<file path="src/hdl/btcx_defs.vh">
// Constants for the bit-test and call execution unit.
// Assumes inclusion by bare name from the design and verification files.
`ifndef BTCX_DEFS_VH
`define BTCX_DEFS_VH
// Register byte offsets on the APB bus
`define BTCX_OFF_INSTR 8'h00
`define BTCX_OFF_ACC 8'h04
`define BTCX_OFF_PC 8'h08
`define BTCX_OFF_PC_HIGH 8'h0C
`define BTCX_OFF_TABLE_HIGH 8'h10
`define BTCX_OFF_STATUS 8'h14
`define BTCX_OFF_STACK_TOP 8'h18
`define BTCX_OFF_FILE_ADDR 8'h1C
`define BTCX_OFF_FILE_DATA 8'h20
`define BTCX_OFF_CYCLES 8'h24
// Instruction register field positions
`define BTCX_OP_MSB 2
`define BTCX_OP_LSB 0
`define BTCX_BIT_MSB 6
`define BTCX_BIT_LSB 4
`define BTCX_FA_MSB 13
`define BTCX_FA_LSB 8
`define BTCX_IMM_MSB 23
`define BTCX_IMM_LSB 16
// Status register bit positions
`define BTCX_ST_ZERO 0
`define BTCX_ST_BUSY 1
`define BTCX_ST_SP_MSB 6
`define BTCX_ST_SP_LSB 4
// Operation codes
`define BTCX_OPC_AND_IMM 3'h0
`define BTCX_OPC_SET_BIT 3'h1
`define BTCX_OPC_SKIP_CLR 3'h2
`define BTCX_OPC_SKIP_SET 3'h3
`define BTCX_OPC_CALL_DIR 3'h4
`define BTCX_OPC_CALL_ACC 3'h5
// Reset values
`define BTCX_RST_ACC 8'h00
`define BTCX_RST_PC 10'h000
`define BTCX_RST_HIGH 2'h0
`define BTCX_RST_FILE_ADDR 6'h00
// Sizes
`define BTCX_FILE_DEPTH 64
`define BTCX_STACK_DEPTH 8
`endif

</file>
<file path="src/hdl/btcx_file_ram.v">
// File register memory: 64 words of 8 bits, one write port.
// Assumes one clock; read data come out of a register one edge later.
`timescale 1ns/1ps
module btcx_file_ram
(
  input wire i_core_clk,
  input wire i_rst_n,
  input wire i_we,
  input wire [5:0] i_waddr,
  input wire [7:0] i_wdata,
  input wire [5:0] i_raddr,
  output wire [7:0] o_rdata
);

  // Storage array, not reset
  reg [7:0] mem_q [0:63];
  // Registered read data
  reg [7:0] rdata_q;

  // Write port
  always @(posedge i_core_clk)
  begin
    if (i_we)
    begin
      mem_q[i_waddr] <= i_wdata;
    end
  end

  // Read port; a write to the word being read is passed through, so a
  // read-modify-write never leaves stale data for the next reader
  always @(posedge i_core_clk or negedge i_rst_n)
  begin
    if (!i_rst_n)
    begin
      rdata_q <= 8'h00;
    end
    else if (i_we && (i_waddr == i_raddr))
    begin
      rdata_q <= i_wdata;
    end
    else
    begin
      rdata_q <= mem_q[i_raddr];
    end
  end

  assign o_rdata = rdata_q;

endmodule // btcx_file_ram

</file>
<file path="src/hdl/btcx_exec_unit.v">
// Execution unit for AND-immediate, set-bit, bit-test skips and calls.
// Assumes an APB master on the same clock; one operation at a time.
//
// Register access over APB and the register offsets were decided locally.
`timescale 1ns/1ps
`include "btcx_defs.vh"
module btcx_exec_unit
(
  input wire i_core_clk,
  input wire i_rst_n,
  input wire i_psel,
  input wire i_penable,
  input wire i_pwrite,
  input wire [7:0] i_paddr,
  input wire [31:0] i_pwdata,
  output wire [31:0] o_prdata,
  output wire o_pready,
  output wire o_pslverr,
  output wire [9:0] o_pc,
  output wire o_flush,
  output wire o_busy
);

  // One-hot execution states
  localparam [3:0] S_IDLE = 4'h1;
  localparam [3:0] S_READ = 4'h2;
  localparam [3:0] S_EXEC1 = 4'h4;
  localparam [3:0] S_EXEC2 = 4'h8;

  // One-hot mask for a bit index, shared by set and test
  function [7:0] bit_mask;
    input [2:0] idx;
    begin
      bit_mask = 8'h01 << idx;
    end
  endfunction

  // Operations that need the addressed file register first
  function needs_file;
    input [2:0] op;
    begin
      needs_file = (op == `BTCX_OPC_SET_BIT) ||
                   (op == `BTCX_OPC_SKIP_CLR) ||
                   (op == `BTCX_OPC_SKIP_SET);
    end
  endfunction

  // Architectural state
  reg [7:0] acc_q; // Accumulator
  reg zero_q; // Zero flag
  reg [9:0] pc_q; // Program counter
  reg [1:0] pc_high_buf_q; // Program counter high buffer
  reg [1:0] table_high_q; // Table high pointer
  reg [2:0] sp_q; // Stack pointer, wraps at depth
  reg [9:0] stack_q [0:`BTCX_STACK_DEPTH-1]; // Return addresses
  reg [5:0] faddr_q; // Software file register window
  reg [15:0] cycles_q; // Retired instruction cycles

  // Latched operation
  reg [3:0] state_q;
  reg [2:0] op_q;
  reg [2:0] bit_q;
  reg [5:0] fa_q;
  reg [7:0] imm_q;
  reg flush_q; // Discard pulse to the fetch stage

  // APB answer registers
  reg pready_q;
  reg pslverr_q;
  reg [31:0] prdata_q;

  // File memory hookup
  wire [7:0] file_rdata;
  wire [5:0] file_raddr;
  reg file_we;
  reg [5:0] file_waddr;
  reg [7:0] file_wdata;

  wire busy = (state_q != S_IDLE);
  wire [9:0] pc_plus1 = pc_q + 10'h001;
  wire [7:0] sel_mask = bit_mask(bit_q);
  wire bit_is_set = |(file_rdata & sel_mask);
  wire and_res_zero = ((acc_q & imm_q) == 8'h00);

  // Bus is stalled while an operation runs; avoids two writers per cycle
  wire acc_phase = i_psel & i_penable & ~pready_q & ~busy;
  wire done_phase = i_psel & i_penable & pready_q;
  wire bus_wr = done_phase & i_pwrite;
  wire issue = bus_wr && (i_paddr == `BTCX_OFF_INSTR);

  // Skip decision taken in the first cycle
  wire skip_taken = ((op_q == `BTCX_OPC_SKIP_CLR) && !bit_is_set) ||
                    ((op_q == `BTCX_OPC_SKIP_SET) && bit_is_set);
  wire is_call = (op_q == `BTCX_OPC_CALL_DIR) ||
                 (op_q == `BTCX_OPC_CALL_ACC);
  wire push = (state_q == S_EXEC1) && is_call;

  // Memory reads the operand while busy, the window otherwise
  assign file_raddr = busy ? fa_q : faddr_q;

  btcx_file_ram u_file_ram
  (
    .i_core_clk(i_core_clk),
    .i_rst_n(i_rst_n),
    .i_we(file_we),
    .i_waddr(file_waddr),
    .i_wdata(file_wdata),
    .i_raddr(file_raddr),
    .o_rdata(file_rdata)
  );

  // Memory write source: set-bit in flight, else software
  always @*
  begin
    file_we = 1'b0;
    file_waddr = faddr_q;
    file_wdata = i_pwdata[7:0];
    if ((state_q == S_EXEC1) && (op_q == `BTCX_OPC_SET_BIT))
    begin
      file_we = 1'b1;
      file_waddr = fa_q;
      file_wdata = file_rdata | sel_mask;
    end
    else if (bus_wr && (i_paddr == `BTCX_OFF_FILE_DATA))
    begin
      file_we = 1'b1;
    end
  end

  // Sequencer; operand fetch step is not an instruction cycle
  always @(posedge i_core_clk or negedge i_rst_n)
  begin
    if (!i_rst_n)
    begin
      state_q <= S_IDLE;
      op_q <= 3'h0;
      bit_q <= 3'h0;
      fa_q <= 6'h00;
      imm_q <= 8'h00;
      flush_q <= 1'b0;
    end
    else
    begin
      flush_q <= 1'b0;
      case (state_q)
        S_IDLE:
        begin
          if (issue)
          begin
            op_q <= i_pwdata[`BTCX_OP_MSB:`BTCX_OP_LSB];
            bit_q <= i_pwdata[`BTCX_BIT_MSB:`BTCX_BIT_LSB];
            fa_q <= i_pwdata[`BTCX_FA_MSB:`BTCX_FA_LSB];
            imm_q <= i_pwdata[`BTCX_IMM_MSB:`BTCX_IMM_LSB];
            if (needs_file(i_pwdata[`BTCX_OP_MSB:`BTCX_OP_LSB]))
            begin
              state_q <= S_READ;
            end
            else
            begin
              state_q <= S_EXEC1;
            end
          end
        end
        S_READ:
        begin
          state_q <= S_EXEC1;
        end
        S_EXEC1:
        begin
          // Second cycle for calls and taken skips only
          if (is_call || skip_taken)
          begin
            state_q <= S_EXEC2;
          end
          else
          begin
            state_q <= S_IDLE;
          end
          // Fetched successor is dropped, a no-op runs instead
          if (skip_taken)
          begin
            flush_q <= 1'b1;
          end
        end
        S_EXEC2:
        begin
          state_q <= S_IDLE;
        end
        default:
        begin
          state_q <= S_IDLE;
        end
      endcase
    end
  end

  // Accumulator and zero flag; AND-immediate writes both, software writes the accumulator only
  always @(posedge i_core_clk or negedge i_rst_n)
  begin
    if (!i_rst_n)
    begin
      acc_q <= `BTCX_RST_ACC;
      zero_q <= 1'b0;
    end
    else if ((state_q == S_EXEC1) && (op_q == `BTCX_OPC_AND_IMM))
    begin
      acc_q <= acc_q & imm_q;
      zero_q <= and_res_zero;
    end
    else if (bus_wr && (i_paddr == `BTCX_OFF_ACC))
    begin
      acc_q <= i_pwdata[7:0];
    end
  end

  // Program counter: step, skip step, or call target
  always @(posedge i_core_clk or negedge i_rst_n)
  begin
    if (!i_rst_n)
    begin
      pc_q <= `BTCX_RST_PC;
    end
    else if (state_q == S_EXEC1)
    begin
      if (op_q == `BTCX_OPC_CALL_DIR)
      begin
        pc_q <= {pc_high_buf_q, imm_q};
      end
      else if (op_q == `BTCX_OPC_CALL_ACC)
      begin
        pc_q <= {table_high_q, acc_q};
      end
      else
      begin
        pc_q <= pc_plus1;
      end
    end
    else if ((state_q == S_EXEC2) && !is_call)
    begin
      pc_q <= pc_plus1;
    end
    else if (bus_wr && (i_paddr == `BTCX_OFF_PC))
    begin
      pc_q <= i_pwdata[9:0];
    end
  end

  // Software-only registers
  always @(posedge i_core_clk or negedge i_rst_n)
  begin
    if (!i_rst_n)
    begin
      pc_high_buf_q <= `BTCX_RST_HIGH;
      table_high_q <= `BTCX_RST_HIGH;
      faddr_q <= `BTCX_RST_FILE_ADDR;
    end
    else if (bus_wr)
    begin
      if (i_paddr == `BTCX_OFF_PC_HIGH)
      begin
        pc_high_buf_q <= i_pwdata[1:0];
      end
      if (i_paddr == `BTCX_OFF_TABLE_HIGH)
      begin
        table_high_q <= i_pwdata[1:0];
      end
      if (i_paddr == `BTCX_OFF_FILE_ADDR)
      begin
        faddr_q <= i_pwdata[5:0];
      end
    end
  end

  // Stack pointer; overflow simply wraps, no trap
  always @(posedge i_core_clk or negedge i_rst_n)
  begin
    if (!i_rst_n)
    begin
      sp_q <= 3'h0;
    end
    else if (push)
    begin
      sp_q <= sp_q + 3'h1;
    end
  end

  // Stack entries, each loads when the pointer selects it, one above the top
  genvar gi;
  generate
    for (gi = 0; gi < `BTCX_STACK_DEPTH; gi = gi + 1)
    begin : g_stack
      // Slot number of this entry, cut to the pointer width
      localparam [31:0] SLOT_W = gi;
      localparam [2:0] SLOT = SLOT_W[2:0];
      always @(posedge i_core_clk or negedge i_rst_n)
      begin
        if (!i_rst_n)
        begin
          stack_q[gi] <= 10'h000;
        end
        else if (push && (sp_q == SLOT))
        begin
          stack_q[gi] <= pc_plus1;
        end
      end
    end
  endgenerate

  // Instruction cycle counter, one count per executed cycle
  always @(posedge i_core_clk or negedge i_rst_n)
  begin
    if (!i_rst_n)
    begin
      cycles_q <= 16'h0000;
    end
    else if ((state_q == S_EXEC1) || (state_q == S_EXEC2))
    begin
      cycles_q <= cycles_q + 16'h0001;
    end
  end

  // Read data for the addressed register
  reg [31:0] rd_mux;
  reg rd_hit;
  always @*
  begin
    rd_mux = 32'h00000000;
    rd_hit = 1'b1;
    case (i_paddr)
      `BTCX_OFF_INSTR: rd_mux = {8'h00, imm_q, 2'h0, fa_q, 1'b0, bit_q,
                                1'b0, op_q};
      `BTCX_OFF_ACC: rd_mux = {24'h000000, acc_q};
      `BTCX_OFF_PC: rd_mux = {22'h000000, pc_q};
      `BTCX_OFF_PC_HIGH: rd_mux = {30'h00000000, pc_high_buf_q};
      `BTCX_OFF_TABLE_HIGH: rd_mux = {30'h00000000, table_high_q};
      `BTCX_OFF_STATUS: rd_mux = {25'h0000000, sp_q, 2'h0, busy, zero_q};
      `BTCX_OFF_STACK_TOP: rd_mux = {22'h000000, stack_q[sp_q - 3'h1]};
      `BTCX_OFF_FILE_ADDR: rd_mux = {26'h0000000, faddr_q};
      `BTCX_OFF_FILE_DATA: rd_mux = {24'h000000, file_rdata};
      `BTCX_OFF_CYCLES: rd_mux = {16'h0000, cycles_q};
      default: rd_hit = 1'b0;
    endcase
  end

  // APB answer: ready one cycle into access, held off while busy
  always @(posedge i_core_clk or negedge i_rst_n)
  begin
    if (!i_rst_n)
    begin
      pready_q <= 1'b0;
      pslverr_q <= 1'b0;
      prdata_q <= 32'h00000000;
    end
    else
    begin
      pready_q <= acc_phase;
      pslverr_q <= acc_phase & ~rd_hit;
      if (acc_phase && !i_pwrite)
      begin
        prdata_q <= rd_mux;
      end
      else
      begin
        prdata_q <= 32'h00000000;
      end
    end
  end

  // Busy mirror so the output is a flop of its own
  reg busy_q;
  always @(posedge i_core_clk or negedge i_rst_n)
  begin
    if (!i_rst_n)
    begin
      busy_q <= 1'b0;
    end
    else
    begin
      busy_q <= issue | (busy & (state_q != S_EXEC2) &
                ~((state_q == S_EXEC1) & ~is_call & ~skip_taken));
    end
  end

  assign o_prdata = prdata_q;
  assign o_pready = pready_q;
  assign o_pslverr = pslverr_q;
  assign o_pc = pc_q;
  assign o_flush = flush_q;
  assign o_busy = busy_q;

endmodule // btcx_exec_unit

</file>
<file path="config.mk">
export PLATFORM = sky130hd
export DESIGN_NAME = btcx_exec_unit
export DESIGN_NICKNAME = d
export VERILOG_FILES = /design/src/hdl/btcx_file_ram.v /design/src/hdl/btcx_exec_unit.v
export VERILOG_INCLUDE_DIRS = /design/src /design/src/hdl
export SDC_FILE = /design/constraint.sdc
export NUM_CORES = 1
export LEC_CHECK = 0
export BUFFER_PORTS_ARGS = -buffer_cell sky130_fd_sc_hd__buf_2
export CORE_ASPECT_RATIO = 1.75
export CORE_MARGIN = 2
export CORE_UTILIZATION = 35
export DETAILED_ROUTE_END_ITERATION = 16
export PLACE_DENSITY = 0.61
export SYNTH_ARGS = -nofsm -noshare
export SYNTH_HDL_FRONTEND = slang
export SYNTH_SLANG_ARGS = --single-unit
</file>
<file path="constraint.sdc">
create_clock -name i_core_clk -period 5.6 [get_ports i_core_clk]
set_input_delay 0.56 -clock i_core_clk [delete_from_list [all_inputs] [get_ports i_core_clk]]
set_output_delay 0.56 -clock i_core_clk [all_outputs]
set_load 0.05 [all_outputs]
</file>
**After elaboration in Yosys (flattened, before gate mapping)**

Memory sizes are Yosys's and may differ from the RTL's. A register that Yosys moved wholly into a read port is not among the register bits.
Index checks and enable logic that the tools add are counted.

- Register bits after elaboration: 188
- Bits in latches: 0
- Bits in writable memories: 512
- Bits in read-only memories: 0
- Input bits: 45
- Word-level logic and storage cells: 152
- Memories kept: 1

- Add/sub/neg operators: 4
- $mul: 0
- Div/mod/pow operators: 0
- $lt $le $gt $ge: 1
- Eq/ne operators: 31
- Shift operators: 1
- Multiplexer cells: 26
- Bitwise logic cells: 21
- Reductions and logical operators: 41

Memories:

| name | words | bits a word | rd ports | clocked after Yosys merged registers in | write ports | RTL line | text |
|---|---|---|---|---|---|---|---|
| u_file_ram.mem_q | 64 | 8 | 1 | 1 | 1 | btcx_file_ram.v:16 | `reg [7:0] mem_q [0:63];` |

Operator list:

| operator | number |
|---|---|
| case mux 24 bit (10 select lines) | 1 |
| two-way mux 10 bit | 7 |
| == test 8 x 5 -> 1 bit, second input constant | 4 |
| two-way mux 32 bit | 1 |
| binary-select mux 10 bit (select 3 bit) | 1 |
| two-way mux 8 bit | 3 |
| logical AND 1 bit | 19 |
| == test 3 x 2 -> 1 bit, second input constant | 6 |
| == test 3 bit, second input constant | 6 |
| adder 16 x 1 -> 16 bit, second input constant | 1 |
| AND 8 bit | 2 |
| == test 8 x 4 -> 1 bit, second input constant | 2 |
| == test 8 x 6 -> 1 bit, second input constant | 2 |
| logical NOT 8 bit | 2 |
| two-way mux 6 bit | 2 |
| case mux 4 bit (3 select lines) | 1 |
| adder 10 x 1 -> 10 bit, second input constant | 1 |
| AND 1 bit | 10 |
| OR reduction 10 bit | 1 |
| == test 3 x 1 -> 1 bit, second input constant | 3 |
| == test 8 x 3 -> 1 bit, second input constant | 1 |
| two-way mux 4 bit | 2 |
| OR 8 bit | 1 |
| AND reduction 2 bit | 4 |
| other kinds (22) | 42 |

**Longest topological paths before layout**

Gate-level depths: netlist of run 1.

- Depth after elaboration: 11
- Mapped depth: 13

**Hierarchy**

From an unflattened synthesis of run 1, not the netlist that was laid out.

- Cells, all modules: 2006
- Area total of the unflattened synthesis: 29771.1 um2

By module, submodules not included:

| module | instances | cells each | area an instance (um2) |
|---|---|---|---|
| btcx_file_ram | 1 | 1143 | 20551.0 |
| btcx_exec_unit | 1 | 863 | 9220.1 |

**Least setup slack after synthesis of run 1**

OpenSTA, ideal clock, no wires.

- Kind: reg-to-reg
- From: register state_q[3]
- To: memory u_file_ram.mem_q[0][7] (data pin)
- Setup time: 712 ps
- Data arrival time: 4195 ps
- Slack: 693 ps
- Stages on the path, launching flop included: 7
- Clock period less this slack: 4907 ps
- Cell sequence: dfrtp_1 > buf_2 > nand2b_1 > nor3_1 > nand3_1 > clkbuf_1 > o21ai_0

- Word-level cells in the longest chain between the ends: 3

Ends and longest elaborated chain:

| element | RTL line | text |
|---|---|---|
| start: declaration | btcx_exec_unit.v:60 | `reg [3:0] state_q;` |
| start signal: assignment | btcx_exec_unit.v:135 | `state_q <= S_IDLE;` |
| start signal: assignment | btcx_exec_unit.v:156 | `state_q <= S_READ;` |
| start signal: assignment | btcx_exec_unit.v:160 | `state_q <= S_EXEC1;` |
| == test 4 x 3 -> 1 bit | btcx_exec_unit.v:118 | `` if ((state_q == S_EXEC1) && (op_q == `BTCX_OPC_SET_BIT)) `` |
| logical AND 1 bit | btcx_exec_unit.v:118 |  |
| two-way mux 8 bit | btcx_exec_unit.v:118 |  |
| via file_wdata[7] | btcx_exec_unit.v:77 | `reg [7:0] file_wdata;` |
| end: declaration | btcx_file_ram.v:16 |  |

The timed path passes the listed nets, and every way through them passes these cells.

**Final worst setup path of run 1**

- From: register state_q[0]
- To: register u_file_ram.rdata_q[7] (netlist: u_file_ram.o_rdata[7]), read port of u_file_ram.mem_q

- Word-level cells in the longest chain between the ends: 2

Ends and longest elaborated chain:

| element | RTL line | text |
|---|---|---|
| inequality test 4 x 1 -> 1 bit | btcx_exec_unit.v:79 | `wire busy = (state_q != S_IDLE);` |
| two-way mux 6 bit | btcx_exec_unit.v:99 | `assign file_raddr = busy ? fa_q : faddr_q;` |
| end: declaration | btcx_file_ram.v:18 | `reg [7:0] rdata_q;` |

Every way passes these cells.
A chain may end at the register's enable or synchronous reset.

==> flow_summary.toml, run 1 <==
[critical_path]
crit_type = "reg -> reg"
worstPathMaxFanout = 37
rrSetupSlack_ps = 1420
crit_required_ps = 6180
cp.arrival_ps = 4760
endpoint_kind = "flop"
cpMostUsedCell = "buf_4"
worstPathBufferInverterCount = 3
startpoint_type = "flop"
cp_slowest_stage_delay_ps = 790
path_delay_family = "multiplexers"
path_cells = "nor4b_4, buf_4, mux2_2, buf_4, buf_4, mux4_2, a22oi_1, a31oi_1, a211o_1"
cp_slowest_cell = "mux2_2"

[pwr]
p_leak_nw = 11.8
p_seq_frac = 0.546
combPwrFrac = 0.019
clock_power_share = 0.434
powerDensity_mw_per_mm2 = 310
vdd_drop_max_mv = 0.275
switchingPower_w = 0.00216
cell_internal_pwr_w = 0.00805
swShare = 0.211

[floorplan]
core_area_mm2 = 0.0829
ios = 91
initial_core_util = 0.352
die-area_mm2 = 0.0857
die_y_um = 386
die_x_um = 222
rows = 140

[timing]
tns_ps = 0
finalSetupViolations = 0
slew_headroom = 0.163
drv_slew = 0
fin_crit_sh = 0.747
worstMarginPinSlew_ps = 1250
rsz0062_at_grt = "false"
period_needed_ps = 4180
hold_viol = 0
clock_skew_ps = 63.8
fmax_mhz = 239

[logic_synthesis]
synthesis.area_mm2 = 0.0292
yosysMostFrequentCell = "edfxtp_1"
synth_cells = 2104
yosys-top-cells-count = "edfxtp_1, nand2_1, dfrtp_1, nor2_1, nand3_1"
synth.area.top_cells = "edfxtp_1, dfrtp_1, mux4_2, nand2_1, mux2_2"
yosys_warnings = 0
synth_edf_count = 512
seq_area_frac_synth = 0.689
synth_ff_type = "edfxtp_1"
synth_top_area_frac = 0.527
postSynthAreaPerCell_um2 = 13.9
synth_seq_cells = 700
yosysTopAreaCell = "edfxtp_1"
ys_types = 58
async_reset_ff_frac = 0.269

[routing]
wl_met3_um = 5150
wl_um = 81200
dr.pass1.iters = 6
vias = 18400
drc = 0
drt_iter0_drc = 1911
highest_layer = "met4"
postRouteAntennaNets = 0
routed_via_density = 5.60
route.met2.wl_um = 42400
met1_length_um = 28500
wl_per_cell_um = 24.7

[clock_network]
cts_htree_levels = 2
tritoncts = "built"
cts_sinks = 700
cts-root-buf = "clkbuf_16"
cts_buffer_depth = 3
cts.clk_slew.worst_paths_ps = 70
numCtsBuffers = 60
postCtsSetupBuffers = 0
worstSkewPairLatency_ps = 700
cts_resized = 0
cts-hold-fix-buffers = 0

[job]
max_cap_viol_count = 0

[global_routing]
grt_pass1_wl_um = 120000
gr-total-overflow = 0
grt_usage = 0.188
grt_antenna_before_repair = 3
grt_pass1_vias = 18700
grt_max_degree = 116

[layout]
nets = 2225
final_layout_size_suffix_gt1_frac = 0.169
utilization = 0.398
n_antenna_cell = 0
area_growth_pct = 13.1
nFillCells = 7581
instances_no_fill = 3287

[status]
status = "finished, final reports clean"

[placement]
dp.cells = 3174
numPortBuffers = 72
place_hpwl_um = 56200
place_congestion = 0.945

[worst_hold_path]
holdCritPathClass = "in -> async"
cell type report:
| cell class | count | area (um2) | area share |
|---|---|---|---|
| Sequential cell | 700 | 20100 | 0.609 |
| Multi-Input combinational cell | 1277 | 8650 | 0.262 |
| Clock buffer | 65 | 1520 | 0.0461 |
| Tap cell | 1065 | 1330 | 0.0404 |
| Timing Repair Buffer | 121 | 762 | 0.0231 |
| Clock inverter | 48 | 569 | 0.0173 |
| Inverter | 11 | 41.3 | 0.00125 |
flip-flops by register name (all words and copies together) (netlist names), 2 cells and up:
signal / cells
op_q: 3
bit_q: 3
acc_q: 8
faddr_q: 6
cycles_q: 16
fa_q: 6
stack_q: 80
o_pc: 10
o_prdata: 24
pc_high_buf_q: 2
imm_q: 8
sp_q: 3
u_file_ram.mem_q: 512
table_high_q: 2
state_q: 4
u_file_ram.o_rdata: 8
power groups by stage:
stage | combinational, W | sequential, W | clock (W)
after global routing | 0.000210 | 0.00558 | 0.00469
after floorplan | 0.0000767 | 0.00570 | 0
after global placement | 0.000190 | 0.00569 | 0
after detailed placement | 0.000197 | 0.00569 | 0
after CTS | 0.000197 | 0.00558 | 0.00449
final | 0.000195 | 0.00558 | 0.00444
metrics by stage:
step | total power, W | hold WS [ps] | setup slack (ps) | cell area (um2)
2_1_floorplan | 0.00578 | 264 | 693 | 29200
3_3_place_gp | 0.00588 | 454 | 1250 | 30900
3_5_place_dp | 0.00589 | 460 | 1220 | 30900
4_1_cts | 0.0103 | 80.0 | 1450 | 33000
5_1_grt | 0.0105 | 125 | 1260 | 33000
6_report | 0.0102 | 40.9 | 1420 | 33000
kinds of logic (layout without fill, tap and decap cells):
logic type,Yosys count,count (layout),share of synthesized area
AOI/OAI and AO/OA,359,359,0.0815
xor gates and xnor gates,32,32,0.00961
adders and majority gates,9,9,0.00386
buffers and inverters,134,245,0.0201
DFF,700,700,0.689
muxes,162,162,0.0911
other,1,8,0.000129
and+or+nand+nor,707,707,0.105
layer usage:
| metal | global-route usage | vias to the layer above |
|---|---|---|
| met5 | 0 | - |
| met4 | 0.114 | 0 |
| met3 | 0.0255 | 236 |
| met2 | 0.343 | 770 |
| met1 | 0.209 | 9329 |
| li1 | - | 8063 |
cells in the final DEF (no fill, tap or decap), drive strengths merged, types with 19 or more instances in the layout:
master	n
edfxtp	512
nand2	379
dfrtp	187
nor2	128
buf	120
nand3	101
o21ai	98
mux4	77
clkbuf	66
a21oi	58
mux2	54
a31oi	40
a22oi	35
mux2i	31
clkinv	28
a32oi	26
a211oi	21
a221oi	19
worst paths after layout:
| path | startpoint | end | depth (start not counted) |
|---|---|---|---|
| max in group asynchronous | i_rst_n | cycles_q[2] | 2 |
| min in group i_core_clk | i_pwdata[13] | fa_q[5] | 2 |
| setup reg to reg | state_q[0] | u_file_ram.o_rdata[7] | 9 |
| setup / recovery | state_q[0] | u_file_ram.o_rdata[7] | 9 |
| hold reg to reg | cycles_q[15] | cycles_q[15] | 1 |
| hold / removal | i_rst_n | o_prdata[18] | 1 |
worst register-to-register path, stage by stage (launching register included):
cell and delay, ps:
dfstp_2 650, nor4b_4 380, buf_4 310, mux2_2 800, buf_4 380, buf_4 290
mux4_2 360, a22oi_1 310, a31oi_1 320, a211o_1 330
(Power assumes the default switching activity.)
==> inputs of run 2 (changes only) <==
Settings changed: ABC_AREA set to 1, PLACE_DENSITY 0.61 to 0.63.
Clock period 5.6 ns to 3.7 ns, I/O delays scaled along.
==> run 2 against run 1 <==
Synthesized area grew 11%; critical endpoint is now u_file_ram.mem_q[26][4]; largest power group unchanged; critical path depth grew 1; utilization is 0.38 points higher; critical path type unchanged; flip-flop and latch count unchanged; sequential share of layout area shrank 6.2 points.
==> flow_summary.toml, run 2 <==
[layout]
n_antenna_cell = 0
nets = 3552
fin_area_mm2 = 0.0367
largest_reg_flops = 512
final_common_cell = "nand2_1"
top_register = "u_file_ram.mem_q"
final_cell_mix = "nand2_1, inv_1, nand3_1"
area_growth_pct = 13.9
final_layout_size_suffix_gt1_frac = 0.0947

[clock_network]
tritoncts = "built"
cts-root-buf = "clkbuf_16"
postCtsSetupBuffers = 0
cts_htree_levels = 2
cts_sinks = 700
worstSkewPairLatency_ps = 640
cts_buffer_depth = 3
numCtsBuffers = 60
cts.clk_slew.worst_paths_ps = 70

[logic_synthesis]
synth_ff_type = "edfxtp_1"
synthesis.area_mm2 = 0.0322
synth.area.top_cells = "edfxtp_1, dfrtp_1, nand3_1, nand2_1, inv_1"
ys_types = 53
synth_edf_count = 512
yosysMostFrequentCell = "nand2_1"
async_reset_ff_frac = 0.269
synth_cells = 3402
postSynthAreaPerCell_um2 = 9.47
yosys-top-cells-count = "nand2_1, inv_1, nand3_1, edfxtp_1, dfrtp_1"
seq_area_frac_synth = 0.623
synth_seq_cells = 700
yosys_warnings = 0
synth_top_area_frac = 0.477
yosysTopAreaCell = "edfxtp_1"

[global_routing]
grt_max_degree = 95
grt_pass1_vias = 23000
grt_usage = 0.189
gr-total-overflow = 0
grt_antenna_before_repair = 1
grt_pass1_wl_um = 136000

[timing]
finalSetupViolations = 0
clock_skew_ps = 10.5
slew_headroom = 0.328
setup_slack_ps = 580
period_needed_ps = 3120
hold_viol = 0
worstMarginPinSlew_ps = 1010
fmax_mhz = 321
rsz0062_at_grt = "false"
tns_ps = 0
drv_slew = 0
fin_crit_sh = 0.843

[critical_path]
cp_slowest_cell = "nor2_1"
crit_start = "state_q[1]"
crit_required_ps = 3970
cp.arrival_ps = 3390
crit_type = "reg -> reg"
r2r_end = "u_file_ram.mem_q[26][4]"
rrSetupSlack_ps = 580
endpoint_kind = "flop"
endpoint = "u_file_ram.mem_q[26][4]"
path_cells = "nor2_2, nand2_4, inv_6, nand2_4, nand2_2, o21ai_2, inv_1, nand4_1, buf_4, nor2_1"
worstPathMaxFanout = 18
r2r_cells = 10
startpoint_type = "flop"
r2r_start = "state_q[1]"
cpMostUsedCell = "nand2_4"
cp_slowest_stage_delay_ps = 610

[pwr]
p_leak_nw = 15.9
p_seq_frac = 0.545
switchingPower_w = 0.00324
swShare = 0.209
power.total_w = 0.0155
clock_power_share = 0.432
cell_internal_pwr_w = 0.0122
powerDensity_mw_per_mm2 = 422
combPwrFrac = 0.023
vdd_drop_max_mv = 0.392

[routing]
wl_per_cell_um = 18.9
postRouteAntennaNets = 0
wl_um = 89800
drt_iter0_drc = 1990
vias = 23300
drc = 0
dr.pass1.iters = 8
routed_via_density = 4.93

[worst_hold_path]
holdCritPathClass = "in -> reg"
hp-start = "i_pwdata[5]"

[floorplan]
rows = 147
initial_core_util = 0.353
ios = 91
core_area_mm2 = 0.0914
die_x_um = 233
die-area_mm2 = 0.0946
die_y_um = 405

[status]
status = "finished, final reports clean"

[placement]
place_area_mm2 = 0.0345
place_congestion = 0.929
numPortBuffers = 72
place_hpwl_um = 59900
dp_slack_ps = 530

[job]
max_cap_viol_count = 0
==> run 2: cell count changes after synthesis, sizes merged, moves of 54 or more <==
cell / previous run / this run
o21ai: 98 / 188
mux2: 54 / 0
nand3: 101 / 585
inv: 11 / 622
nand2: 379 / 779
mux4: 77 / 0
==> run 2: metrics by stage <==
| stage | hold WS [ps] | std cells | util |
|---|---|---|---|
| floorplan | 74.4 | 3409 | - |
| global placement | 421 | 4616 | 0.378 |
| detailed placement | 425 | 4616 | 0.378 |
| CTS | 1.91 | 4740 | 0.402 |
| global route | 26.1 | 4740 | 0.402 |
| finish | 31.4 | 4740 | 0.402 |
==> run 2: worst min path at each step <==
stage                         to  slack (ps)  cells after the start
detailed placement  o_prdata[21]         420                      1
global route             op_q[1]          30                      3
CTS                      op_q[1]           2                      3
finish                  bit_q[1]          30                      3
global placement    o_prdata[19]         420                      1
floorplan               acc_q[0]          70                      0
==> run 2: power by group through the flow <==
stage	sequential, W	combinational [W]	clock [W]
after floorplan	0.00862	0.000135	0
after global placement	0.00861	0.000350	0
after detailed placement	0.00861	0.000353	0
after CTS	0.00844	0.000364	0.00680
after global routing	0.00843	0.000389	0.00709
final	0.00844	0.000359	0.00668
==> run 2: final cells by class <==
class / instances / area, um2
fillers: 8837 / 54700
flip-flops and latches: 700 / 20100
multi-input cells: 1923 / 9200
inverters: 628 / 2360
clock buffers: 70 / 1550
repair buffers: 185 / 1500
well taps: 1192 / 1490
clock inverters: 42 / 524
==> run 2: per-layer routing <==
| layer | vias up | routed length, um | track usage |
|---|---|---|---|
| met2 | 740 | 47600 | 0.352 |
| met3 | 251 | 3870 | 0.0162 |
| met1 | 11100 | 32000 | 0.202 |
| met4 | 0 | 6340 | 0.122 |
| li1 | 11300 | - | - |
| met5 | - | 0 | 0 |
==> run 2: cells by family after synthesis <==
group,after synthesis,share of synthesized area
AND/OR/NAND/NOR,1577,0.215
buffers and inverters,786,0.0972
flip-flops,700,0.623
AO/OA/AOI/OAI,303,0.0536
XOR/XNOR,26,0.00707
adder cells (fa/ha/maj),9,0.00349
other,1,0.000116
==> run 2: worst max-delay path, delay by kind of cell (launching register included) <==
family,cells,cell delay (ps)
compound gates,1,160
buf+inv,3,700
flops,1,410
simple gates,6,1450
==> run 2: repair_timing <==
| item | in CTS | in global routing |
|---|---|---|
| endpoints found under the hold margin | 77 | 0 |
| hold buffers | 12 | 0 |
| resized for setup | 0 | 0 |
==> inputs of run 3 (changes only) <==
Settings changed: ABC_AREA 1 to 0.
Clock period 3.7 ns to 2.85 ns, I/O delays scaled along.
==> run 3 against run 2 <==
The flow now finishes with violations (negative setup slack); non-clock buffer count increased by 211; die area decreased by 9.4%; first-iteration DRC count decreased by 21%; combinational power increased by 23%; design area decreased by 1.7%; worst setup slack got worse by 760 ps; global-route usage increased by 0.79 points; routed wire length decreased by 5.0%; clock skew increased by 24 ps.
==> flow_summary.toml, run 3 (synthesis results as in run 1) <==
[status]
status = "finished with violations"
violations = "negative setup slack"

[timing]
setup_slack_ps = -176
finalSetupViolations = 8
rsz0062_at_grt = "true"
slew_headroom = 0.469
clock_skew_ps = 34.1
fmax_mhz = 330
period_needed_ps = 3030
fin_crit_sh = 1.06
worstMarginPinSlew_ps = 793
drv_slew = 0
hold_viol = 0

[layout]
final_common_cell = "edfxtp_1"
n_antenna_cell = 0
multi_input_area_mm2 = 0.00913
fin_area_mm2 = 0.0361
final_layout_size_suffix_gt1_frac = 0.286
final_cell_mix = "edfxtp_1, nand2_1, buf_4"
nets = 2500
top_register = "u_file_ram.mem_q"
nFillCells = 7287
area_growth_pct = 23.8
largest_reg_flops = 512
seq_area_mm2 = 0.0201

[critical_path]
worstPathMaxFanout = 6
r2r_end = "u_file_ram.o_rdata[7]"
r2r_cells = 13
cp.arrival_ps = 3610
r2r_start = "state_q[0]"
rrSetupSlack_ps = -180
crit_required_ps = 3430
crit_type = "reg -> reg"
endpoint_kind = "flop"
startpoint_type = "flop"

[routing]
dr.pass1.iters = 5
wl_um = 85300
wl_per_cell_um = 24.0
drt_iter0_drc = 1572
vias = 19400
drc = 0
routed_via_density = 5.46
postRouteAntennaNets = 0

[floorplan]
die_x_um = 222
initial_core_util = 0.352
die-area_mm2 = 0.0857
core_area_mm2 = 0.0829
die_y_um = 386
ios = 91
rows = 140

[placement]
place_hpwl_um = 59600
place_area_mm2 = 0.0328
numPortBuffers = 72
place_congestion = 0.915

[global_routing]
grt_pass1_vias = 20100
grt_max_degree = 77
gr-total-overflow = 0
grt_pass1_wl_um = 126000
grt_antenna_before_repair = 0
grt_usage = 0.197

[worst_hold_path]
min_path_cells = 2
holdCritPathClass = "in -> reg"
hp-start = "i_pwdata[5]"
holdPathEnd = "acc_q[5]"

[clock_network]
tritoncts = "built"
numCtsBuffers = 59
cts_htree_levels = 2
cts-root-buf = "clkbuf_16"
worstSkewPairLatency_ps = 640
cts_buffer_depth = 3
cts.clk_slew.worst_paths_ps = 80
cts_sinks = 700

[pwr]
p_leak_nw = 13.5
powerDensity_mw_per_mm2 = 555
vdd_drop_max_mv = 0.521
power.total_w = 0.0200

[job]
max_cap_viol_count = 0
## run 3: critical path, stage by stage, from the launching register on
cell and delay [ps]:
dfstp_2 540, nor4b_4 220, buf_6 170, buf_6 130, mux2i_4 330, nor2_4 80
buf_4 190, buf_12 140, a32oi_4 220, a31oi_4 140, or3_1 350, a31oi_1 160
buf_4 190, a211o_1 100
## run 3: per-layer routing
layer	track usage	share of wire
met5	0	0
met4	0.131	0.072
met3	0.0220	0.038
met2	0.378	0.55
met1	0.200	0.34
## run 3: area by class of cell
cell class / count / share of cell area
timing repair buffer: 396 / 0.0951
clock buffer: 67 / 0.0432
tap: 1065 / 0.0369
clock inverter: 43 / 0.0145
inverter: 11 / 0.00114
sequential: 700 / 0.556
multi-input combinational: 1278 / 0.253
## run 3: how the worst max path moves through the flow
stage	slack [ps]	from	cells past startpoint	to
floorplan	-210	state_q[3]	6	u_file_ram.mem_q[0][7]
global placement	-640	state_q[0]	11	u_file_ram.o_rdata[3]
detailed placement	-680	state_q[0]	11	u_file_ram.o_rdata[3]
CTS	-160	state_q[0]	11	u_file_ram.o_rdata[1]
global route	-260	state_q[0]	11	u_file_ram.o_rdata[1]
finish	-180	state_q[0]	13	u_file_ram.o_rdata[7]
## run 3: timing repair
item                                    in CTS  in global routing
hold endpoints to repair                    91                  0
hold buffers                                18                  0
endpoints found under the setup margin     227                551
setup buffers                               15                 21
pin swaps                                   16                 26
resized for setup                           71                 64
cloned                                       3                  1
## run 3: where the power goes
part | switching, W | total, W | internal (W)
logic | 0.000320 | 0.000441 | 0.000121
registers | 0.0000101 | 0.0110 | 0.0109
clock network | 0.00383 | 0.00863 | 0.00480
total | 0.00416 | 0.0200 | 0.0159
## run 3: per-stage QoR
step                hold WS (ps)  std cells  setup WS (ps)  setup TNS [ps]  utilization
floorplan                  -10.6       2111           -210          -59530            -
global placement             354       3395           -642          -18220        0.396
detailed placement           365       3395           -684          -16340        0.396
CTS                         7.88       3539           -159            -989        0.430
global route                24.5       3560           -264           -1790        0.436
finish                      41.5       3560           -176            -996        0.436
